File: src/verilog/cic_pkg.sv
// Constants shared by the core interrupt control block: register offsets,
// field positions, reset values, bus answer codes and the sequencer states.
// Assumes a 32-bit AXI4-Lite register bus with byte addresses.
`default_nettype none

package cic_pkg;

	// Register byte offsets
	localparam logic [7:0] OFF_IRQ_CONTROL = 8'h00;
	localparam logic [7:0] OFF_PIE_THREE   = 8'h04;
	localparam logic [7:0] OFF_EDGE_SELECT = 8'h08;
	localparam logic [7:0] OFF_CHANGE_RISE = 8'h0c;
	localparam logic [7:0] OFF_CHANGE_FALL = 8'h10;
	localparam logic [7:0] OFF_CHANGE_FLAG = 8'h14;
	localparam logic [7:0] OFF_SHADOW_ACC  = 8'h18;
	localparam logic [7:0] OFF_SHADOW_STAT = 8'h1c;
	localparam logic [7:0] OFF_SHADOW_BANK = 8'h20;
	localparam logic [7:0] OFF_SHADOW_FSR  = 8'h24;
	localparam logic [7:0] OFF_SHADOW_PCH  = 8'h28;
	localparam logic [7:0] OFF_CORE_STATE  = 8'h2c;

	// irq_control field positions
	localparam int BIT_GIE   = 7;
	localparam int BIT_PERIPHERAL_IRQ_ENABLE  = 6;
	localparam int BIT_T0IE  = 5;
	localparam int BIT_EXTIE = 4;
	localparam int BIT_PCIE  = 3;
	localparam int BIT_T0IF  = 2;
	localparam int BIT_EXTIF = 1;
	localparam int BIT_PCIF  = 0;

	// peripheral_irq_enable_three field positions
	localparam int BIT_CELL2_IE = 1;
	localparam int BIT_CELL1_IE = 0;

	// Edge select register field position
	localparam int BIT_EDGE_SEL = 0;

	// Core state register field positions
	localparam int BIT_ST_SLEEP = 0;
	localparam int BIT_ST_STEP  = 1;
	localparam int BIT_ST_REQ   = 2;

	// Status bits never saved or restored: timeout and powerdown
	localparam logic [7:0] STATUS_KEEP_MASK = 8'h18;

	// Reset values
	localparam logic [7:0]  RST_BYTE = 8'h00;
	localparam logic [5:0]  RST_PINS = 6'h00;
	localparam logic [1:0]  RST_CELL = 2'h0;
	localparam logic [4:0]  RST_BANK = 5'h00;
	localparam logic [6:0]  RST_PCH  = 7'h00;
	localparam logic [14:0] RST_PC   = 15'h0000;
	localparam logic [31:0] RST_WORD = 32'h0000_0000;

	// AXI answer codes
	localparam logic [1:0] RESP_OKAY   = 2'h0;
	localparam logic [1:0] RESP_SLVERR = 2'h2;

	typedef enum logic [1:0] {
		ST_RUN,
		ST_SLEEP,
		ST_WAKE_STEP
	} cic_state_type;

endpackage : cic_pkg

`default_nettype wire

File: src/verilog/cic_top.sv
// Core interrupt control: interrupt gates, flags, external edge and pin-change
// detection, sleep wake and context shadowing, reached over AXI4-Lite.
// Assumes the core sequencer pulses its events for one aclk cycle and that the
// pins are asynchronous to aclk.
//
// Overview of operation
// - Only clockless sources enabled before sleep entry can wake the device; cell enables are read live during sleep if any was set at entry.
// - After wake, vector only if global enable set; otherwise continue after sleep.
// - Instruction after sleep always retires before any vector branch.
// - External pin gives an edge-triggered request, enabled by ext_pin_irq_enable.
// - ext_edge_select high picks rising edge, low picks falling edge.
// - Valid pin edge sets ext_pin_irq_flag; vectors when both enables set.
// - Interrupt entry pushes the return program counter onto the stack.
// - Entry copies accumulator, status (less two bits), bank, fsr, pc high.
// - Return restores the shadow copies, discarding changes made inside.
// - Shadow copies are software readable and writable; written value is restored.
// - global_irq_enable at bit 7 gates every interrupt.
// - peripheral_irq_enable at bit 6 gates every peripheral interrupt.
// - Remaining irq_control bits: enables at 5..3, flags at 2..0.
// - timer0 overflow sets timer0_overflow_flag.
// - Flags set on their condition regardless of any enable.
// - pin_change_irq_flag is read-only, the OR of all per-pin flags.
// - Third enable register: cell2 enable bit 1, cell1 bit 0, rest zero.
// - Per-pin flag sets on an enabled rising or enabled falling edge.
`default_nettype none

module cic_top (
	input  wire logic        aclk,
	input  wire logic        aresetn,
	input  wire logic [7:0]  s_axi_awaddr,
	input  wire logic [2:0]  s_axi_awprot,
	input  wire logic        s_axi_awvalid,
	output logic             s_axi_awready,
	input  wire logic [31:0] s_axi_wdata,
	input  wire logic [3:0]  s_axi_wstrb,
	input  wire logic        s_axi_wvalid,
	output logic             s_axi_wready,
	output logic [1:0]       s_axi_bresp,
	output logic             s_axi_bvalid,
	input  wire logic        s_axi_bready,
	input  wire logic [7:0]  s_axi_araddr,
	input  wire logic [2:0]  s_axi_arprot,
	input  wire logic        s_axi_arvalid,
	output logic             s_axi_arready,
	output logic [31:0]      s_axi_rdata,
	output logic [1:0]       s_axi_rresp,
	output logic             s_axi_rvalid,
	input  wire logic        s_axi_rready,
	input  wire logic        timer0_overflow,
	input  wire logic        ext_pin,
	input  wire logic [5:0]  change_pins,
	input  wire logic [1:0]  logic_cell_irq,
	input  wire logic        core_sleep_enter,
	input  wire logic        core_instr_done,
	input  wire logic        core_irq_enter,
	input  wire logic        core_irq_return,
	input  wire logic [14:0] core_pc,
	input  wire logic [7:0]  core_acc,
	input  wire logic [7:0]  core_status,
	input  wire logic [4:0]  core_bsr,
	input  wire logic [31:0] core_fsr,
	input  wire logic [6:0]  core_pc_high_latch,
	output logic             irq_vector_request,
	output logic             wake_request,
	output logic             sleeping,
	output logic             stack_push,
	output logic [14:0]      stack_push_pc,
	output logic             ctx_restore,
	output logic [7:0]       restore_acc,
	output logic [7:0]       restore_status,
	output logic [4:0]       restore_bsr,
	output logic [31:0]      restore_fsr,
	output logic [6:0]       restore_pc_high_latch
);

	// Bus slave state
	logic        aw_held;
	logic        w_held;
	logic [7:0]  aw_addr;
	logic [31:0] w_data;
	logic [3:0]  w_strb;

	// Register contents
	logic [7:0]  irq_control;
	logic [1:0]  pie_three;
	logic        edge_select;
	logic [5:0]  change_rise;
	logic [5:0]  change_fall;
	logic [5:0]  change_flags;
	logic [7:0]  shadow_acc;
	logic [7:0]  shadow_status;
	logic [4:0]  shadow_bsr;
	logic [31:0] shadow_fsr;
	logic [6:0]  shadow_pc_high_latch;

	// Synchronisers and edge history
	logic        ext_s1;
	logic        ext_s2;
	logic        ext_prev;
	logic [5:0]  pin_s1;
	logic [5:0]  pin_s2;
	logic [5:0]  pin_prev;

	// Sequencer and wake snapshot
	cic_pkg::cic_state_type state;
	cic_pkg::cic_state_type next_state;
	logic [3:0]  wake_snap;

	// Write decode
	wire wr_fire   = aw_held && w_held && !s_axi_bvalid;
	wire lane0     = w_strb[0];
	wire we_ctrl   = wr_fire && lane0 && (aw_addr == cic_pkg::OFF_IRQ_CONTROL);
	wire we_peripheral_irq_enable_three   = wr_fire && lane0 && (aw_addr == cic_pkg::OFF_PIE_THREE);
	wire we_edge   = wr_fire && lane0 && (aw_addr == cic_pkg::OFF_EDGE_SELECT);
	wire we_rise   = wr_fire && lane0 && (aw_addr == cic_pkg::OFF_CHANGE_RISE);
	wire we_fall   = wr_fire && lane0 && (aw_addr == cic_pkg::OFF_CHANGE_FALL);
	wire we_cflag  = wr_fire && lane0 && (aw_addr == cic_pkg::OFF_CHANGE_FLAG);
	wire we_sacc   = wr_fire && lane0 && (aw_addr == cic_pkg::OFF_SHADOW_ACC);
	wire we_sstat  = wr_fire && lane0 && (aw_addr == cic_pkg::OFF_SHADOW_STAT);
	wire we_sbank  = wr_fire && lane0 && (aw_addr == cic_pkg::OFF_SHADOW_BANK);
	wire we_sfsr   = wr_fire && (aw_addr == cic_pkg::OFF_SHADOW_FSR);
	wire we_spch   = wr_fire && lane0 && (aw_addr == cic_pkg::OFF_SHADOW_PCH);
	wire wr_mapped = (aw_addr == cic_pkg::OFF_IRQ_CONTROL) || (aw_addr == cic_pkg::OFF_PIE_THREE)
		|| (aw_addr == cic_pkg::OFF_EDGE_SELECT) || (aw_addr == cic_pkg::OFF_CHANGE_RISE)
		|| (aw_addr == cic_pkg::OFF_CHANGE_FALL) || (aw_addr == cic_pkg::OFF_CHANGE_FLAG)
		|| (aw_addr == cic_pkg::OFF_SHADOW_ACC) || (aw_addr == cic_pkg::OFF_SHADOW_STAT)
		|| (aw_addr == cic_pkg::OFF_SHADOW_BANK) || (aw_addr == cic_pkg::OFF_SHADOW_FSR)
		|| (aw_addr == cic_pkg::OFF_SHADOW_PCH) || (aw_addr == cic_pkg::OFF_CORE_STATE);

	// Source conditions
	wire global_irq_enable        = irq_control[cic_pkg::BIT_GIE];
	wire peripheral_irq_enable       = irq_control[cic_pkg::BIT_PERIPHERAL_IRQ_ENABLE];
	wire t0_flag    = irq_control[cic_pkg::BIT_T0IF];
	wire ext_flag   = irq_control[cic_pkg::BIT_EXTIF];
	wire pc_flag    = |change_flags;
	wire ext_hit    = edge_select ? (ext_s2 && !ext_prev) : (!ext_s2 && ext_prev);
	wire [5:0] pin_hit = (change_rise & pin_s2 & ~pin_prev) | (change_fall & ~pin_s2 & pin_prev);
	wire core_pending = (t0_flag && irq_control[cic_pkg::BIT_T0IE])
		|| (ext_flag && irq_control[cic_pkg::BIT_EXTIE])
		|| (pc_flag && irq_control[cic_pkg::BIT_PCIE]);
	wire periph_pending = peripheral_irq_enable && |(logic_cell_irq & pie_three);
	// clockless sources only; ext and pin-change enables as captured at sleep entry, cell enables live if any was set then
	wire wake_source = (ext_flag && wake_snap[0]) || (pc_flag && wake_snap[1])
		|| (wake_snap[2] && |(logic_cell_irq & (wake_snap[3] ? pie_three : cic_pkg::RST_CELL)));

	// request to core, global gate, sequencing
	assign irq_vector_request = global_irq_enable && (core_pending || periph_pending) && (state == cic_pkg::ST_RUN);
	assign wake_request       = (state == cic_pkg::ST_SLEEP) && wake_source;
	assign sleeping           = (state == cic_pkg::ST_SLEEP);

	// Read decode
	wire [31:0] rd_word =
		(s_axi_araddr == cic_pkg::OFF_IRQ_CONTROL) ? {24'h000000, irq_control[7:1], pc_flag} :
		(s_axi_araddr == cic_pkg::OFF_PIE_THREE)   ? {30'h00000000, pie_three} :
		(s_axi_araddr == cic_pkg::OFF_EDGE_SELECT) ? {31'h00000000, edge_select} :
		(s_axi_araddr == cic_pkg::OFF_CHANGE_RISE) ? {26'h0000000, change_rise} :
		(s_axi_araddr == cic_pkg::OFF_CHANGE_FALL) ? {26'h0000000, change_fall} :
		(s_axi_araddr == cic_pkg::OFF_CHANGE_FLAG) ? {26'h0000000, change_flags} :
		(s_axi_araddr == cic_pkg::OFF_SHADOW_ACC)  ? {24'h000000, shadow_acc} :
		(s_axi_araddr == cic_pkg::OFF_SHADOW_STAT) ? {24'h000000, shadow_status} :
		(s_axi_araddr == cic_pkg::OFF_SHADOW_BANK) ? {27'h0000000, shadow_bsr} :
		(s_axi_araddr == cic_pkg::OFF_SHADOW_FSR)  ? shadow_fsr :
		(s_axi_araddr == cic_pkg::OFF_SHADOW_PCH)  ? {25'h0000000, shadow_pc_high_latch} :
		(s_axi_araddr == cic_pkg::OFF_CORE_STATE)  ?
			{29'h00000000, irq_vector_request, state == cic_pkg::ST_WAKE_STEP, sleeping} :
		cic_pkg::RST_WORD;
	wire rd_mapped = (s_axi_araddr[1:0] == 2'h0) && (s_axi_araddr <= cic_pkg::OFF_CORE_STATE);

	assign s_axi_awready = !aw_held && !s_axi_bvalid;
	assign s_axi_wready  = !w_held && !s_axi_bvalid;
	assign s_axi_arready = !s_axi_rvalid;

	// Write channel capture, either order
	always_ff @(posedge aclk) begin
		if (!aresetn) begin
			aw_held      <= 1'b0;
			w_held       <= 1'b0;
			aw_addr      <= cic_pkg::RST_BYTE;
			w_data       <= cic_pkg::RST_WORD;
			w_strb       <= 4'h0;
			s_axi_bvalid <= 1'b0;
			s_axi_bresp  <= cic_pkg::RESP_OKAY;
		end else begin
			if (s_axi_awvalid && s_axi_awready) begin
				aw_held <= 1'b1;
				aw_addr <= s_axi_awaddr;
			end
			if (s_axi_wvalid && s_axi_wready) begin
				w_held <= 1'b1;
				w_data <= s_axi_wdata;
				w_strb <= s_axi_wstrb;
			end
			if (wr_fire) begin
				aw_held      <= 1'b0;
				w_held       <= 1'b0;
				s_axi_bvalid <= 1'b1;
				s_axi_bresp  <= wr_mapped ? cic_pkg::RESP_OKAY : cic_pkg::RESP_SLVERR;
			end else if (s_axi_bready) begin
				s_axi_bvalid <= 1'b0;
			end
		end
	end

	// Read channel
	always_ff @(posedge aclk) begin
		if (!aresetn) begin
			s_axi_rvalid <= 1'b0;
			s_axi_rdata  <= cic_pkg::RST_WORD;
			s_axi_rresp  <= cic_pkg::RESP_OKAY;
		end else if (s_axi_arvalid && s_axi_arready) begin
			s_axi_rvalid <= 1'b1;
			s_axi_rdata  <= rd_mapped ? rd_word : cic_pkg::RST_WORD;
			s_axi_rresp  <= rd_mapped ? cic_pkg::RESP_OKAY : cic_pkg::RESP_SLVERR;
		end else if (s_axi_rready) begin
			s_axi_rvalid <= 1'b0;
		end
	end

	always_ff @(posedge aclk) begin
		if (!aresetn) begin
			ext_s1   <= 1'b0;
			ext_s2   <= 1'b0;
			ext_prev <= 1'b0;
		end else begin
			ext_s1   <= ext_pin;
			ext_s2   <= ext_s1;
			ext_prev <= ext_s2;
		end
	end

	genvar gi;
	generate
		for (gi = 0; gi < 6; gi++) begin : g_pin
			always_ff @(posedge aclk) begin
				if (!aresetn) begin
					pin_s1[gi]       <= 1'b0;
					pin_s2[gi]       <= 1'b0;
					pin_prev[gi]     <= 1'b0;
					change_flags[gi] <= 1'b0;
				end else begin
					pin_s1[gi]       <= change_pins[gi];
					pin_s2[gi]       <= pin_s1[gi];
					pin_prev[gi]     <= pin_s2[gi];
					change_flags[gi] <= (we_cflag ? w_data[gi] : change_flags[gi]) | pin_hit[gi];
				end
			end
		end
	endgenerate

	// enable layout, flags set regardless of enables, set wins
	always_ff @(posedge aclk) begin
		if (!aresetn) begin
			irq_control <= cic_pkg::RST_BYTE;
		end else begin
			if (core_irq_enter) begin
				irq_control[cic_pkg::BIT_GIE] <= 1'b0;
			end else if (core_irq_return) begin
				irq_control[cic_pkg::BIT_GIE] <= 1'b1;
			end else if (we_ctrl) begin
				irq_control[cic_pkg::BIT_GIE] <= w_data[cic_pkg::BIT_GIE];
			end
			if (we_ctrl) begin
				irq_control[cic_pkg::BIT_PERIPHERAL_IRQ_ENABLE]  <= w_data[cic_pkg::BIT_PERIPHERAL_IRQ_ENABLE];
				irq_control[cic_pkg::BIT_T0IE]  <= w_data[cic_pkg::BIT_T0IE];
				irq_control[cic_pkg::BIT_EXTIE] <= w_data[cic_pkg::BIT_EXTIE];
				irq_control[cic_pkg::BIT_PCIE]  <= w_data[cic_pkg::BIT_PCIE];
			end
			irq_control[cic_pkg::BIT_T0IF] <= (we_ctrl ? w_data[cic_pkg::BIT_T0IF] : t0_flag) | timer0_overflow;
			irq_control[cic_pkg::BIT_EXTIF] <= (we_ctrl ? w_data[cic_pkg::BIT_EXTIF] : ext_flag) | ext_hit;
			irq_control[cic_pkg::BIT_PCIF]  <= 1'b0;
		end
	end

	// logic cell enables and other configuration
	always_ff @(posedge aclk) begin
		if (!aresetn) begin
			pie_three   <= cic_pkg::RST_CELL;
			edge_select <= 1'b0;
			change_rise <= cic_pkg::RST_PINS;
			change_fall <= cic_pkg::RST_PINS;
		end else begin
			if (we_peripheral_irq_enable_three) begin
				pie_three <= {w_data[cic_pkg::BIT_CELL2_IE], w_data[cic_pkg::BIT_CELL1_IE]};
			end
			if (we_edge) begin
				edge_select <= w_data[cic_pkg::BIT_EDGE_SEL];
			end
			if (we_rise) begin
				change_rise <= w_data[5:0];
			end
			if (we_fall) begin
				change_fall <= w_data[5:0];
			end
		end
	end

	// save on entry, software access; entry wins a same-cycle write
	always_ff @(posedge aclk) begin
		if (!aresetn) begin
			shadow_acc    <= cic_pkg::RST_BYTE;
			shadow_status <= cic_pkg::RST_BYTE;
			shadow_bsr    <= cic_pkg::RST_BANK;
			shadow_fsr    <= cic_pkg::RST_WORD;
			shadow_pc_high_latch <= cic_pkg::RST_PCH;
		end else if (core_irq_enter) begin
			shadow_acc    <= core_acc;
			shadow_status <= core_status & ~cic_pkg::STATUS_KEEP_MASK;
			shadow_bsr    <= core_bsr;
			shadow_fsr    <= core_fsr;
			shadow_pc_high_latch <= core_pc_high_latch;
		end else begin
			if (we_sacc) begin
				shadow_acc <= w_data[7:0];
			end
			if (we_sstat) begin
				shadow_status <= w_data[7:0] & ~cic_pkg::STATUS_KEEP_MASK;
			end
			if (we_sbank) begin
				shadow_bsr <= w_data[4:0];
			end
			for (int b = 0; b < 4; b++) begin
				if (we_sfsr && w_strb[b]) begin
					shadow_fsr[b*8 +: 8] <= w_data[b*8 +: 8];
				end
			end
			if (we_spch) begin
				shadow_pc_high_latch <= w_data[6:0];
			end
		end
	end

	// stack push and restore pulses with their data
	always_ff @(posedge aclk) begin
		if (!aresetn) begin
			stack_push     <= 1'b0;
			stack_push_pc  <= cic_pkg::RST_PC;
			ctx_restore    <= 1'b0;
			restore_acc    <= cic_pkg::RST_BYTE;
			restore_status <= cic_pkg::RST_BYTE;
			restore_bsr    <= cic_pkg::RST_BANK;
			restore_fsr    <= cic_pkg::RST_WORD;
			restore_pc_high_latch <= cic_pkg::RST_PCH;
		end else begin
			stack_push  <= core_irq_enter;
			ctx_restore <= core_irq_return;
			if (core_irq_enter) begin
				stack_push_pc <= core_pc;
			end
			if (core_irq_return) begin
				restore_acc    <= shadow_acc;
				restore_status <= shadow_status;
				restore_bsr    <= shadow_bsr;
				restore_fsr    <= shadow_fsr;
				restore_pc_high_latch <= shadow_pc_high_latch;
			end
		end
	end

	// wake sequencer, one instruction before vector
	always_comb begin
		next_state = state;
		unique case (state)
			cic_pkg::ST_RUN:       if (core_sleep_enter) next_state = cic_pkg::ST_SLEEP;
			cic_pkg::ST_SLEEP:     if (wake_source) next_state = cic_pkg::ST_WAKE_STEP;
			cic_pkg::ST_WAKE_STEP: if (core_instr_done) next_state = cic_pkg::ST_RUN;
		endcase
	end

	always_ff @(posedge aclk) begin
		if (!aresetn) begin
			state     <= cic_pkg::ST_RUN;
			wake_snap <= 4'h0;
		end else begin
			state <= next_state;
			if (state == cic_pkg::ST_RUN && core_sleep_enter) begin
				wake_snap <= {|pie_three, peripheral_irq_enable, irq_control[cic_pkg::BIT_PCIE], irq_control[cic_pkg::BIT_EXTIE]};
			end
		end
	end

	t0_flag_set_a: assert property (@(posedge aclk) disable iff (!aresetn)
		timer0_overflow |=> t0_flag) else $error("overflow did not set timer0 flag");

	set_wins_a: assert property (@(posedge aclk) disable iff (!aresetn)
		(we_ctrl && !w_data[cic_pkg::BIT_T0IF] && timer0_overflow && !irq_control[cic_pkg::BIT_T0IE])
		|=> t0_flag) else $error("flag set lost against clear");

	ext_edge_flag_a: assert property (@(posedge aclk) disable iff (!aresetn)
		(edge_select && ext_s2 && !ext_prev) |=> ext_flag) else $error("rising edge missed");

	pin_change_a: assert property (@(posedge aclk) disable iff (!aresetn)
		(|(change_fall & ~pin_s2 & pin_prev)) |=> pc_flag) else $error("falling pin change missed");

	global_gate_a: assert property (@(posedge aclk) disable iff (!aresetn)
		!global_irq_enable |-> !irq_vector_request) else $error("request while globally disabled");

	periph_gate_a: assert property (@(posedge aclk) disable iff (!aresetn)
		(!peripheral_irq_enable && !core_pending) |-> !irq_vector_request) else $error("peripheral request without gate");

	wake_step_a: assert property (@(posedge aclk) disable iff (!aresetn)
		$rose(state == cic_pkg::ST_WAKE_STEP) |-> !irq_vector_request throughout
		(state == cic_pkg::ST_WAKE_STEP)[*1]) else $error("vector before post-sleep instruction");

	timer_no_wake_a: assert property (@(posedge aclk) disable iff (!aresetn)
		(sleeping && !ext_flag && !pc_flag && !(|logic_cell_irq)) |-> !wake_request)
		else $error("wake from a clocked source");

	shadow_save_a: assert property (@(posedge aclk) disable iff (!aresetn)
		core_irq_enter |=> (shadow_acc == $past(core_acc)) && (shadow_bsr == $past(core_bsr)))
		else $error("context not saved on entry");

	push_pc_a: assert property (@(posedge aclk) disable iff (!aresetn)
		core_irq_enter |=> stack_push && (stack_push_pc == $past(core_pc))) else $error("return pc not pushed");

	restore_ctx_a: assert property (@(posedge aclk) disable iff (!aresetn)
		(core_irq_return && !core_irq_enter) |=> ctx_restore && (restore_acc == $past(shadow_acc))
		&& (restore_pc_high_latch == $past(shadow_pc_high_latch))) else $error("context not restored");

endmodule : cic_top

`default_nettype wire

File: config.mk
export PLATFORM = sky130hd
export DESIGN_NAME = cic_top
export DESIGN_NICKNAME = d
export VERILOG_FILES = /design/src/verilog/cic_pkg.sv /design/src/verilog/cic_top.sv
export SDC_FILE = /design/constraint.sdc
export NUM_CORES = 1
export LEC_CHECK = 0
export BUFFER_PORTS_ARGS = -buffer_cell sky130_fd_sc_hd__buf_2
export CAP_MARGIN = 25
export CORE_MARGIN = 2
export CORE_UTILIZATION = 45
export CTS_BUF_LIST = sky130_fd_sc_hd__clkbuf_4 sky130_fd_sc_hd__clkbuf_8 sky130_fd_sc_hd__clkbuf_16
export CTS_CLUSTER_DIAMETER = 30
export CTS_CLUSTER_SIZE = 24
export DETAILED_ROUTE_END_ITERATION = 12
export PLACE_DENSITY = 0.65
export SKIP_LAST_GASP = 1
export SYNTH_ARGS = -nofsm -noshare
export SYNTH_HDL_FRONTEND = slang
export SYNTH_SLANG_ARGS = --single-unit
File: constraint.sdc
create_clock -name aclk -period 5.8 [get_ports aclk]
set_input_delay 0.58 -clock aclk [delete_from_list [all_inputs] [get_ports aclk]]
set_output_delay 0.58 -clock aclk [all_outputs]
set_load 0.05 [all_outputs]
== After elaboration in Yosys (flattened, before gate mapping) ==
Cells that the tools add are included.
Widths: inputs -> output; s select.

* Register bits after elaboration: 272
* Word-level logic and storage cells: 237

* Magnitude comparators: 1
* Equal/unequal tests: 27
* Multiplexer cells: 48
* Bitwise gates (word level): 18
* Reductions and logical operators: 81

{| class="wikitable"
|+ Operators by type and width
! cell !! count
|-
| $mux 32 || 12
|-
| $eq 8x5->1 const B || 8
|-
| $eq 8x6->1 const B || 8
|-
| $mux 8 || 8
|-
| $logic_and 1x1->1 || 37
|-
| $eq 8x4->1 const B || 4
|-
| $and 6x6->6 || 4
|-
| $reduce_bool 2->1 || 11
|-
| $mux 7 || 3
|-
| $eq 8x3->1 const B || 2
|-
| $logic_not 8->1 || 2
|-
| $logic_or 1x1->1 || 16
|-
| $mux 1 || 15
|-
| $mux 2 || 6
|-
| $not 6->6 || 2
|-
| $mux 5 || 2
|-
| $reduce_or 2->1 || 5
|-
| $le 8x6->1 const B || 1
|-
| $or 1x1->1 || 8
|-
| $logic_not 1->1 || 6
|-
| $or 6x6->6 || 1
|-
| $pmux 2 s3 || 1
|-
| $reduce_or 6->1 || 1
|-
| $and 2x2->2 || 2
|-
| 8 further kinds || 10
|}

== Logic depth before layout (Yosys ltp) ==
Gate-level depths: netlist of run 1.

* Depth after elaboration: 19
* Mapped depth: 8
* Gate-level depth less buffers: 6

== Worst setup path after synthesis of run 1 ==
OpenSTA, ideal clock, no wires.

* Kind: register to output
* From: register state[1]
* To: output port wake_request
* Arrival time: 1.669 ns
* Required time: 5.220 ns
* Slack: 3.551 ns
* Cell stages (with the launch flop): 4
* Cell sequence: dfxtp_1 > inv_1 > ha_1 > nor2b_1

* Cells in the longest elaborated chain, start to end: 2

{| class="wikitable"
|+ RTL lines
! what !! RTL line !! RTL
|-
| from (decl) || cic_top.sv:105 || <nowiki>cic_pkg::cic_state_type state;</nowiki>
|-
| from (signal assigned) || cic_top.sv:371 || <nowiki>state <= cic_pkg::ST_RUN;</nowiki>
|-
| from (signal assigned) || cic_top.sv:374 || <nowiki>state <= next_state;</nowiki>
|-
| $eq 2x1->1 || - ||
|-
| via sleeping || cic_top.sv:65 || <nowiki>output logic sleeping,</nowiki>
|-
| $logic_and 1x1->1 || cic_top.sv:148 || <nowiki>assign wake_request = (state == cic_pkg::ST_SLEEP) && wake_source;</nowiki>
|-
| to (decl) || cic_top.sv:64 || <nowiki>output logic wake_request,</nowiki>
|}

The timed path passes the listed nets, and every way through them passes these cells.

== Worst setup path in the final report of run 1 ==
* From: register change_flags[1]
* To: output port irq_vector_request

* Cells in the longest elaborated chain, start to end: 6

{| class="wikitable"
|+ RTL lines
! what !! RTL line !! RTL
|-
| from (decl) || cic_top.sv:89 || <nowiki>logic [5:0] change_flags;</nowiki>
|-
| from (signal, indexed assignment) || cic_top.sv:244 || <nowiki>change_flags[gi] <= (we_cflag ? w_data[gi] : change_flags[gi]) | pin_hit[gi];</nowiki>
|-
| $reduce_or 6->1 || cic_top.sv:135 || <nowiki>wire pc_flag = |change_flags;</nowiki>
|-
| $logic_and 1x1->1 || cic_top.sv:140 || <nowiki>|| (pc_flag && irq_control[cic_pkg::BIT_PCIE]);</nowiki>
|-
| $logic_or 1x1->1 || cic_top.sv:140 ||
|-
| $logic_or 1x1->1 || cic_top.sv:147 || <nowiki>assign irq_vector_request = global_irq_enable && (core_pending || periph_pending) && (state == cic_pkg::ST_RUN ...</nowiki>
|-
| $logic_and 1x1->1 (2 in series) || cic_top.sv:147 ||
|-
| to (decl) || cic_top.sv:63 || <nowiki>output logic irq_vector_request,</nowiki>
|}

Every way passes these cells.

==> metrics.txt, run 1 <==
Cell Rows 58; # clock sinks 270; Peak VDD IR 0.000233 V; layout cells sized above 1 26.5%; Fillers 2,271; RSZ-0062 raised after global routing no; Yosys reg bits 270; IO buf count 262; drt first-iter violations 689; vias in the first global route 9,327; mapped cell area 11,500 um2; root buffer cell clkbuf_16; die area 26,800 um2; worst-margin pin slew 1010 ps; fmax 373 MHz; CP Capture Type output port; cts bufs inserted 57; Post-DP HPWL 22,600 um; Starting Density 45.7%; initial antenna violation count 3; first-pass GRT wire length 51,600 um; drt total wl 33,700 um; number of synthesized flops with an enable pin 0; GR Overflow Total 0; clk buf depth 3; Async S/R FF share, synth 0%; max-slew violations 0; largest net degree at the start of global routing 159; CP arrival 2100 ps; PostCTS Resize Cnt 0; CP startpoint kind flip-flop; slowest CP cell a221oi_1; Synth area leaders dfxtp_1, mux2i_1, nor2b_1; Synth top area share 47.1%; hold slack 237 ps; cell types with the highest counts after synthesis dfxtp_1, mux2i_1, nor2b_1, nand2_1, o21ai_0; Hold Path Class input port to flip-flop; count leader, synth dfxtp_1; ys flop type dfxtp_1; DRC viols 0; clk_lat worst skew 550 ps; Post-CTS Hold Buffers 0; PD cells 393 nW/um2; status finished, final reports clean; Routed WL per cell 18.5 um; Mean Syn Cell Area 9.49 um2; final estimated routing congestion in global placement 0.971; fin crit period 2680 ps; nets@finish 1,601; crit-path cells nor4_1 > nand2_1 > a221oi_1 > nor2_1 > buf_2; maxcap violations 0; core outline area 25,100 um2; Crit path required time 5220 ps; Synth warnings 0; sequential-to-total area share from yosys stat 47.1%; Post-Synthesis Cells 1,209; final setup vio count 0; Setup WS pre-CTS 2970 ps; Setup CP Type flip-flop to output port; area grow syn2layout 29.9%; CP max FO 3; Slew HR 32.7%; fin crit share 46.2%; IO Pins 275; Yosys cell types 69; final hold vios 0; Final ANT Viol Nets 0; chip width 164 um; Pre-antenna DRT Iters 7; Avg Vias per Cell 5.37; Vias 9,778; setup bufs post-CTS 0; CP peak stage delay 390 ps; final setup margin 3120 ps; clock transition at the registers of the reported paths 50 ps; Power Total 0.00587 W; CTS tree done; cell taking the most area after synthesis dfxtp_1; Setup TNS 0 ps; Lkg Pwr 6.45 nW; die height 164 um; H-tree depth 2; GRT Overall Usage 24.5%; clock skew 13.3 ps
## cell families (layout without fill, tap and decap cells)
group | count (synthesis) | in the layout | share of synthesized area [%]
AOI/OAI and AO/OA | 277 | 277 | 15.5
adders and majority gates | 3 | 3 | 0.327
buffers and inverters | 116 | 392 | 4.39
DFF | 270 | 270 | 47.1
muxes | 162 | 162 | 14.5
other | 1 | 6 | 0.0327
and+or+nand+nor | 380 | 380 | 18.2
## power breakdown
group / total, W / switching (W) / internal (W)
Sequential: 0.00203 / 0.0000836 / 0.00195
Clock: 0.00333 / 0.000999 / 0.00233
Combinational: 0.000509 / 0.000326 / 0.000184
## layout make-up
class                      instances  area [um2]  area share [%]
sequential                       270        5410            36.2
multi-input combinational        826        5590            37.5
tap                              330         413            2.77
clock buffer                      75        1650            11.0
inverter                          20        75.1           0.503
clock inverter                    28         365            2.45
antenna                            2        5.00          0.0336
timing repair buffer             269        1420            9.50
## state kept, by name (all words and copies together), names as in the netlist, 5 cells and up
register	flops
restore_fsr	32
s_axi_rdata	32
shadow_fsr	32
w_data	32
stack_push_pc	15
aw_addr	8
restore_acc	8
shadow_acc	8
irq_control	7
restore_pc_high_latch	7
shadow_pc_high_latch	7
change_fall	6
change_flags	6
change_rise	6
pin_prev	6
pin_s1	6
pin_s2	6
restore_status	6
shadow_status	6
restore_bsr	5
shadow_bsr	5
## final timing paths
kind              startpoint                  to  slack (ps)  cells after the start
max          change_flags[1]  irq_vector_request        3120                      5
min           change_pins[0]           pin_s1[0]         240                      2
max reg2reg       aw_addr[2]       shadow_fsr[1]        3440                      5
min reg2reg        pin_s1[4]           pin_s2[4]         440                      1
## routing by layer
metal / vias up / routed length [um] / GRT usage [%] / share of wire [%]
li1: 4701 / - / - / -
met1: 4667 / 15400 / 34.4 / 46
met2: 345 / 15300 / 38.1 / 45
met3: 63 / 2240 / 4.90 / 6.7
met4: 2 / 772 / 7.78 / 2.3
met5: - / 13 / 0 / 0.039
## per-stage QoR
stage	util [%]	area (um2)	cells
4_1_cts	59.3	14900	1817
6_report	59.4	14900	1820
5_1_grt	59.4	14900	1820
3_5_place_dp	51.3	12900	1714
3_3_place_gp	51.2	12900	1713
2_1_floorplan	-	11500	1212
## layout by cell type, fill, tap and decap left out, types with 11 or more instances in the layout
cell type and n:
inv_1 18, a21oi_1 56, buf_2 260, a211oi_1 15
dfxtp_1 270, nor3_1 16, a31oi_1 11, nor2_1 36
clkbuf_16 59, and2_1 29, nand2_1 109, nor2b_1 134
mux2i_1 156, o21ai_0 77, a22oi_1 28, a21boi_0 44
clkinv_2 12
## worst max-delay path, delay by kind of cell, from the launching register on
family / cells / cell delay (ps)
compound gates: 1 / 390
simple gates: 3 / 590
flops: 1 / 340
buf+inv: 1 / 230
No activity file was read; power rests on OpenSTA's default activity.
==> inputs of run 2 (changes only) <==
--- a/config.mk
+++ b/config.mk
@@ -13,7 +13,7 @@
 export CTS_CLUSTER_DIAMETER = 30
 export CTS_CLUSTER_SIZE = 24
 export DETAILED_ROUTE_END_ITERATION = 12
-export PLACE_DENSITY = 0.65
+export PLACE_DENSITY = 0.68
 export SKIP_LAST_GASP = 1
 export SYNTH_ARGS = -nofsm -noshare
 export SYNTH_HDL_FRONTEND = slang
==> constraint.sdc (replaced) <==
create_clock -name aclk -period 2.46 [get_ports aclk]
set_input_delay 0.246 -clock aclk [delete_from_list [all_inputs] [get_ports aclk]]
set_output_delay 0.246 -clock aclk [all_outputs]
set_load 0.05 [all_outputs]
==> run 2 against run 1 <==
Effect of this change:
- global-route usage rose by 1.7 points
- combinational power increased to 2.7 times the previous value
- setup slack lost 3000 ps
- hold slack worse by 220 ps
- largest cell class unchanged
- largest power group unchanged
==> metrics.txt, run 2 (synthesized netlist as in run 1, its figures left out) <==
clock transition at the registers of the reported paths 50 ps (about the same); Slew HR 41.8% (+9.1 points); Avg Vias per Cell 5.29 (-1.5%); Setup CP Type flip-flop to output port; Starting Density 45.7% (unchanged); CP Depth 5 (unchanged); RSZ-0062 raised after global routing no; fmax 435 MHz; Final ANT Viol Nets 0 (unchanged); hold slack 12.9 ps (-224 ps); cts bufs inserted 57 (unchanged); Top Family by Delay on Critical Path simple AND/OR/NAND/NOR gates; Routed WL per cell 18.4 um (-0.76%); Peak VDD IR 0.000678 V (+190%); Cell Rows 58 (unchanged); Setup TNS 0 ps (unchanged); initial antenna violation count 1 (-2); Hold Path Class input port to flip-flop; GR Overflow Total 0 (unchanged); worst path bufs/invs 1 (unchanged); CP arrival 2050 ps (-50 ps); CP startpoint kind flip-flop; worst-margin pin slew 873 ps (-136 ps); clk_lat worst skew 570 ps (+20 ps); CP peak stage delay 350 ps (-40 ps); CTS tree done; fin crit share 93.5%; IO buf count 262 (unchanged); reg2reg path depth 6 (+1); slowest CP cell a221oi_2; fin crit period 2300 ps; largest net degree at the start of global routing 99 (-38%); final estimated routing congestion in global placement 0.944 (-2.8%); Hold Path Stages 3 (+1); H-tree depth 2 (unchanged); drt first-iter violations 828 (+20%); max-slew violations 0 (unchanged); drt total wl 35,900 um (+6.4%); status finished, final reports clean; maxcap violations 0 (unchanged); Setup WS pre-CTS 370 ps (-2600 ps); commonest cells after routing, fill and taps aside dfxtp_1, buf_2, mux2i_1, nor2b_1, dlygate4sd3_1; CP max FO 3 (unchanged); Post-DP HPWL 23,500 um (+4.0%); Pre-antenna DRT Iters 5 (-2); most common cell after layout, fill and taps aside dfxtp_1; GRT Overall Usage 26.2% (+1.7 points); final hold vios 0 (unchanged); final setup margin 161 ps (-2960 ps); # clock sinks 270 (unchanged); PD cells 899 nW/um2 (+130%); clk buf depth 3 (unchanged); root buffer cell clkbuf_16; CP Capture Type output port; first-pass GRT wire length 55,500 um (+7.5%); crit-path cells nor4_1 > nand2_1 > a221oi_2 > nor2_1 > buf_2; layout cells sized above 1 25.7% (-0.80 points); final setup vio count 0 (unchanged); die area 26,800 um2 (unchanged); nets@finish 1,728 (+7.9%); Power Total 0.0147 W (+150%); core outline area 25,100 um2 (unchanged); area grow syn2layout 42.4%; vias in the first global route 10,100 (+8.6%); Lkg Pwr 7.06 nW (+9.5%); IO Pins 275 (unchanged); chip width 164 um (unchanged); Crit path required time 2210 ps (-3010 ps); clock skew 20.2 ps (+6.92 ps); Vias 10,300 (+5.6%); die height 164 um (unchanged); DRC viols 0 (unchanged)
run 2: cell count changes in the layout (fill, tap and decap cells not counted), moves of 3 or more:
cell | before | now
clkbuf_4 | 8 | 2
bufinv_16 | 8 | 13
clkinvlp_4 | 4 | 8
buf_12 | 2 | 5
buf_4 | 5 | 19
dlygate4sd3_1 | 0 | 111
clkinv_2 | 12 | 9
run 2: worst paths after layout:
check / start / endpoint / slack, ps
worst max-delay path: change_flags[2] / irq_vector_request / 160
worst min-delay path: core_fsr[3] / shadow_fsr[3] / 10
worst max register to register: aw_addr[2] / shadow_fsr[4] / 310
worst min register to register: ext_s1 / ext_s2 / 440
run 2: area by class of cell:
type / instances / area [um2]
antenna: 1 / 2.50
clock buffer: 68 / 1570
clock inverter: 40 / 623
fill: 2015 / 8760
inverter: 20 / 75.1
multi-input combinational: 826 / 5590
sequential: 270 / 5410
tap: 330 / 413
timing repair buffer: 396 / 2670
run 2: power by group:
part           leakage, nW  internal (W)  switching [W]
sequential            2.21       0.00460       0.000197
combinational         3.79      0.000563       0.000828
clock                 1.06       0.00593        0.00258
run 2: repair_timing:
item / CTS / global route
endpoints found under the setup margin: 0 / 1
hold buffers: 111 / 0
buffers inserted: 0 / 0
hold endpoints to repair: 110 / 0
resized for setup: 0 / 1
run 2: tightest hold or removal path: stages:
cell and delay, ps:
buf_2 70, o21ai_0 90, a21oi_1 120
run 2: per-layer routing:
layer | global-route usage [%] | vias up | part of all wire [%]
met3 | 4.80 | 90 | 6.4
met1 | 35.4 | 4889 | 44
met5 | 0 | - | 0
met4 | 10.8 | 0 | 4.0
li1 | - | 4953 | -
met2 | 41.4 | 389 | 46
run 2: through the flow:
| stage | utilization [%] | instance area, um2 | cells |
|---|---|---|---|
| detailed placement | 51.9 | 13000 | 1731 |
| global placement | 51.9 | 13000 | 1731 |
| floorplan | - | 11500 | 1212 |
| CTS | 65.1 | 16300 | 1950 |
| global route | 65.1 | 16300 | 1951 |
| finish | 65.1 | 16300 | 1951 |
==> inputs of run 3 (changes only) <==
--- a/config.mk
+++ b/config.mk
@@ -13,7 +13,7 @@
 export CTS_CLUSTER_DIAMETER = 30
 export CTS_CLUSTER_SIZE = 24
 export DETAILED_ROUTE_END_ITERATION = 12
-export PLACE_DENSITY = 0.68
+export PLACE_DENSITY = 0.65
 export SKIP_LAST_GASP = 1
 export SYNTH_ARGS = -nofsm -noshare
 export SYNTH_HDL_FRONTEND = slang
==> constraint.sdc (replaced) <==
create_clock -name aclk -period 2.7 [get_ports aclk]
set_input_delay 0.27 -clock aclk [delete_from_list [all_inputs] [get_ports aclk]]
set_output_delay 0.27 -clock aclk [all_outputs]
set_load 0.05 [all_outputs]
==> run 3 against run 2 <==
Effect of this change:
- via count down 2.3%
- final area is 2.6% lower
- sequential power down 8.8%
- total power is 15% lower
- setup slack better by 190 ps
- die area did not move
- combinational power is 11% lower
- wire length down 1.9%
- utilization down 1.7 points
- critical path depth is the same
- flip-flop and latch count did not move
- clock-buffer cell count up 6
- critical path type unchanged
- largest power group unchanged
- highest routed layer unchanged
==> metrics.txt, run 3 (synthesized netlist as in run 1, its figures left out) <==
IO Pins 275 (unchanged); CP Capture Type output port; worst hold path startpoint core_pc[13]; clk buf depth 3 (unchanged); most common cell after layout, fill and taps aside dfxtp_1; status finished, final reports clean; Worst R2R Setup Slack 450 ps (+140 ps); final estimated routing congestion in global placement 0.949 (+0.55%); CP startpoint kind flip-flop; clock transition at the registers of the reported paths 40 ps (about the same); CTS tree done; hold path endpoint stack_push_pc[13]; Hold Path Stages 3 (unchanged); Hold Path Class input port to flip-flop; reg2reg end shadow_fsr[23]; nets@finish 1,714 (-0.81%); crit path from change_flags[2]; clk_lat worst skew 560 ps (about the same); Fillers 2,122 (+5.3%); Worst R2R Start aw_addr[2]; Post-DP HPWL 23,500 um (-0.33%); # clock sinks 270 (unchanged); fin crit period 2350 ps; reg2reg path depth 5 (-1); CP peak stage delay 410 ps (+60 ps); first-pass GRT wire length 53,500 um (-3.7%); fin crit share 87.1%; GRT Overall Usage 25.5% (-0.75 points); slowest CP cell a221oi_1; final setup vio count 0 (unchanged); initial antenna violation count 0 (-1); PostCTS Resize Cnt 0 (unchanged); Final ANT Viol Nets 0 (unchanged); Routed WL per cell 18.3 um (-0.73%); RSZ-0062 raised after global routing no; maxcap violations 0 (unchanged); Vias 10,100 (-2.3%); Crit path required time 2430 ps (+220 ps); Peak VDD IR 0.000546 V (-19%); Cell Rows 58 (unchanged); Starting Density 45.7% (unchanged); drt total wl 35,200 um (-1.9%); final hold vios 0 (unchanged); drt first-iter violations 633 (-24%); PD cells 782 nW/um2 (-13%); die height 164 um (unchanged); Setup TNS 0 ps (unchanged); clock skew 17.9 ps (-2.33 ps); cts bufs inserted 56 (-1.8%); GR Overflow Total 0 (unchanged); vias in the first global route 9,700 (-4.2%); IO buf count 262 (unchanged); commonest cells after routing, fill and taps aside dfxtp_1, buf_2, mux2i_1, nor2b_1, nand2_1; Pre-antenna DRT Iters 5 (unchanged); largest net degree at the start of global routing 99 (unchanged); area grow syn2layout 38.8%; Setup CP Type flip-flop to output port; max-slew violations 0 (unchanged); CP arrival 2080 ps (+30 ps); chip width 164 um (unchanged); crit-path cells nor4_1 > nand2_1 > a221oi_1 > nor2_1 > buf_2; layout cells sized above 1 25.1% (-0.59 points); Avg Vias per Cell 5.23 (-1.1%); DRC viols 0 (unchanged); CP max FO 3 (unchanged); Slew HR 43.1% (+1.3 points); root buffer cell clkbuf_16; core outline area 25,100 um2 (unchanged); Power Total 0.0125 W (-15%); Lkg Pwr 6.89 nW (-2.4%); ant diodes 0 (-1); fmax 425 MHz; die area 26,800 um2 (unchanged); worst-margin pin slew 854 ps (-19.2 ps); H-tree depth 2 (unchanged)
==> run 3: what timing repair did <==
item,4_1_cts,5_1_grt
buffers inserted,0,0
hold buffers,102,1
hold endpoints to repair,101,1
==> run 3: layout make-up <==
class	count	area [um2]	area share [%]
Multi-Input combinational cell	826	5590	35.1
Inverter	20	75.1	0.471
Timing Repair Buffer	383	2520	15.8
Clock buffer	74	1600	10.0
Sequential cell	270	5410	33.9
Clock inverter	25	323	2.03
Tap cell	330	413	2.59
==> run 3: per-stage QoR <==
stage                     hold slack, ps  util (%)  setup WS (ps)  instance area, um2  instances
after floorplan                      394         -            483               11500       1212
after global placement               422      51.7            469               13000       1726
after detailed placement             430      51.7            443               13000       1726
after CTS                          0.746      63.4            336               15900       1927
after global routing                3.04      63.4            202               15900       1928
final                               6.16      63.4            348               15900       1928
==> run 3: where the power goes <==
part | internal, W | switching, W | total (W)
registers | 0.00419 | 0.000182 | 0.00437
clock network | 0.00469 | 0.00216 | 0.00685
logic | 0.000503 | 0.000737 | 0.00124
total | 0.00938 | 0.00308 | 0.0125
==> run 3: per-layer routing <==
metal / wire [um] / vias to the layer above / part of all wire, % / global-route usage, %
met3: 2410 / 75 / 6.8 / 5.13
met2: 16100 / 335 / 46 / 40.1
met1: 15600 / 4751 / 44 / 34.6
li1: - / 4924 / - / -
met4: 1090 / 0 / 3.1 / 9.45
met5: 0 / - / 0 / 0
==> run 3: how the worst max path moves through the flow <==
stage                     cells after the start            endpoint  slack, ps
after floorplan                               6      irq_control[7]        480
final                                         5  irq_vector_request        350
after global routing                          5  irq_vector_request        200
after global placement                        5      shadow_fsr[23]        470
after CTS                                     5  irq_vector_request        340
after detailed placement                      5      shadow_fsr[18]        440
==> run 3: critical path: cells and delay by family, from the launching register on <==
family | cells | cell delay, ps
AND/OR/NAND/NOR | 3 | 570
buffers and inverters | 1 | 230
flip-flops | 1 | 330
AO/OA/AOI/OAI | 1 | 410
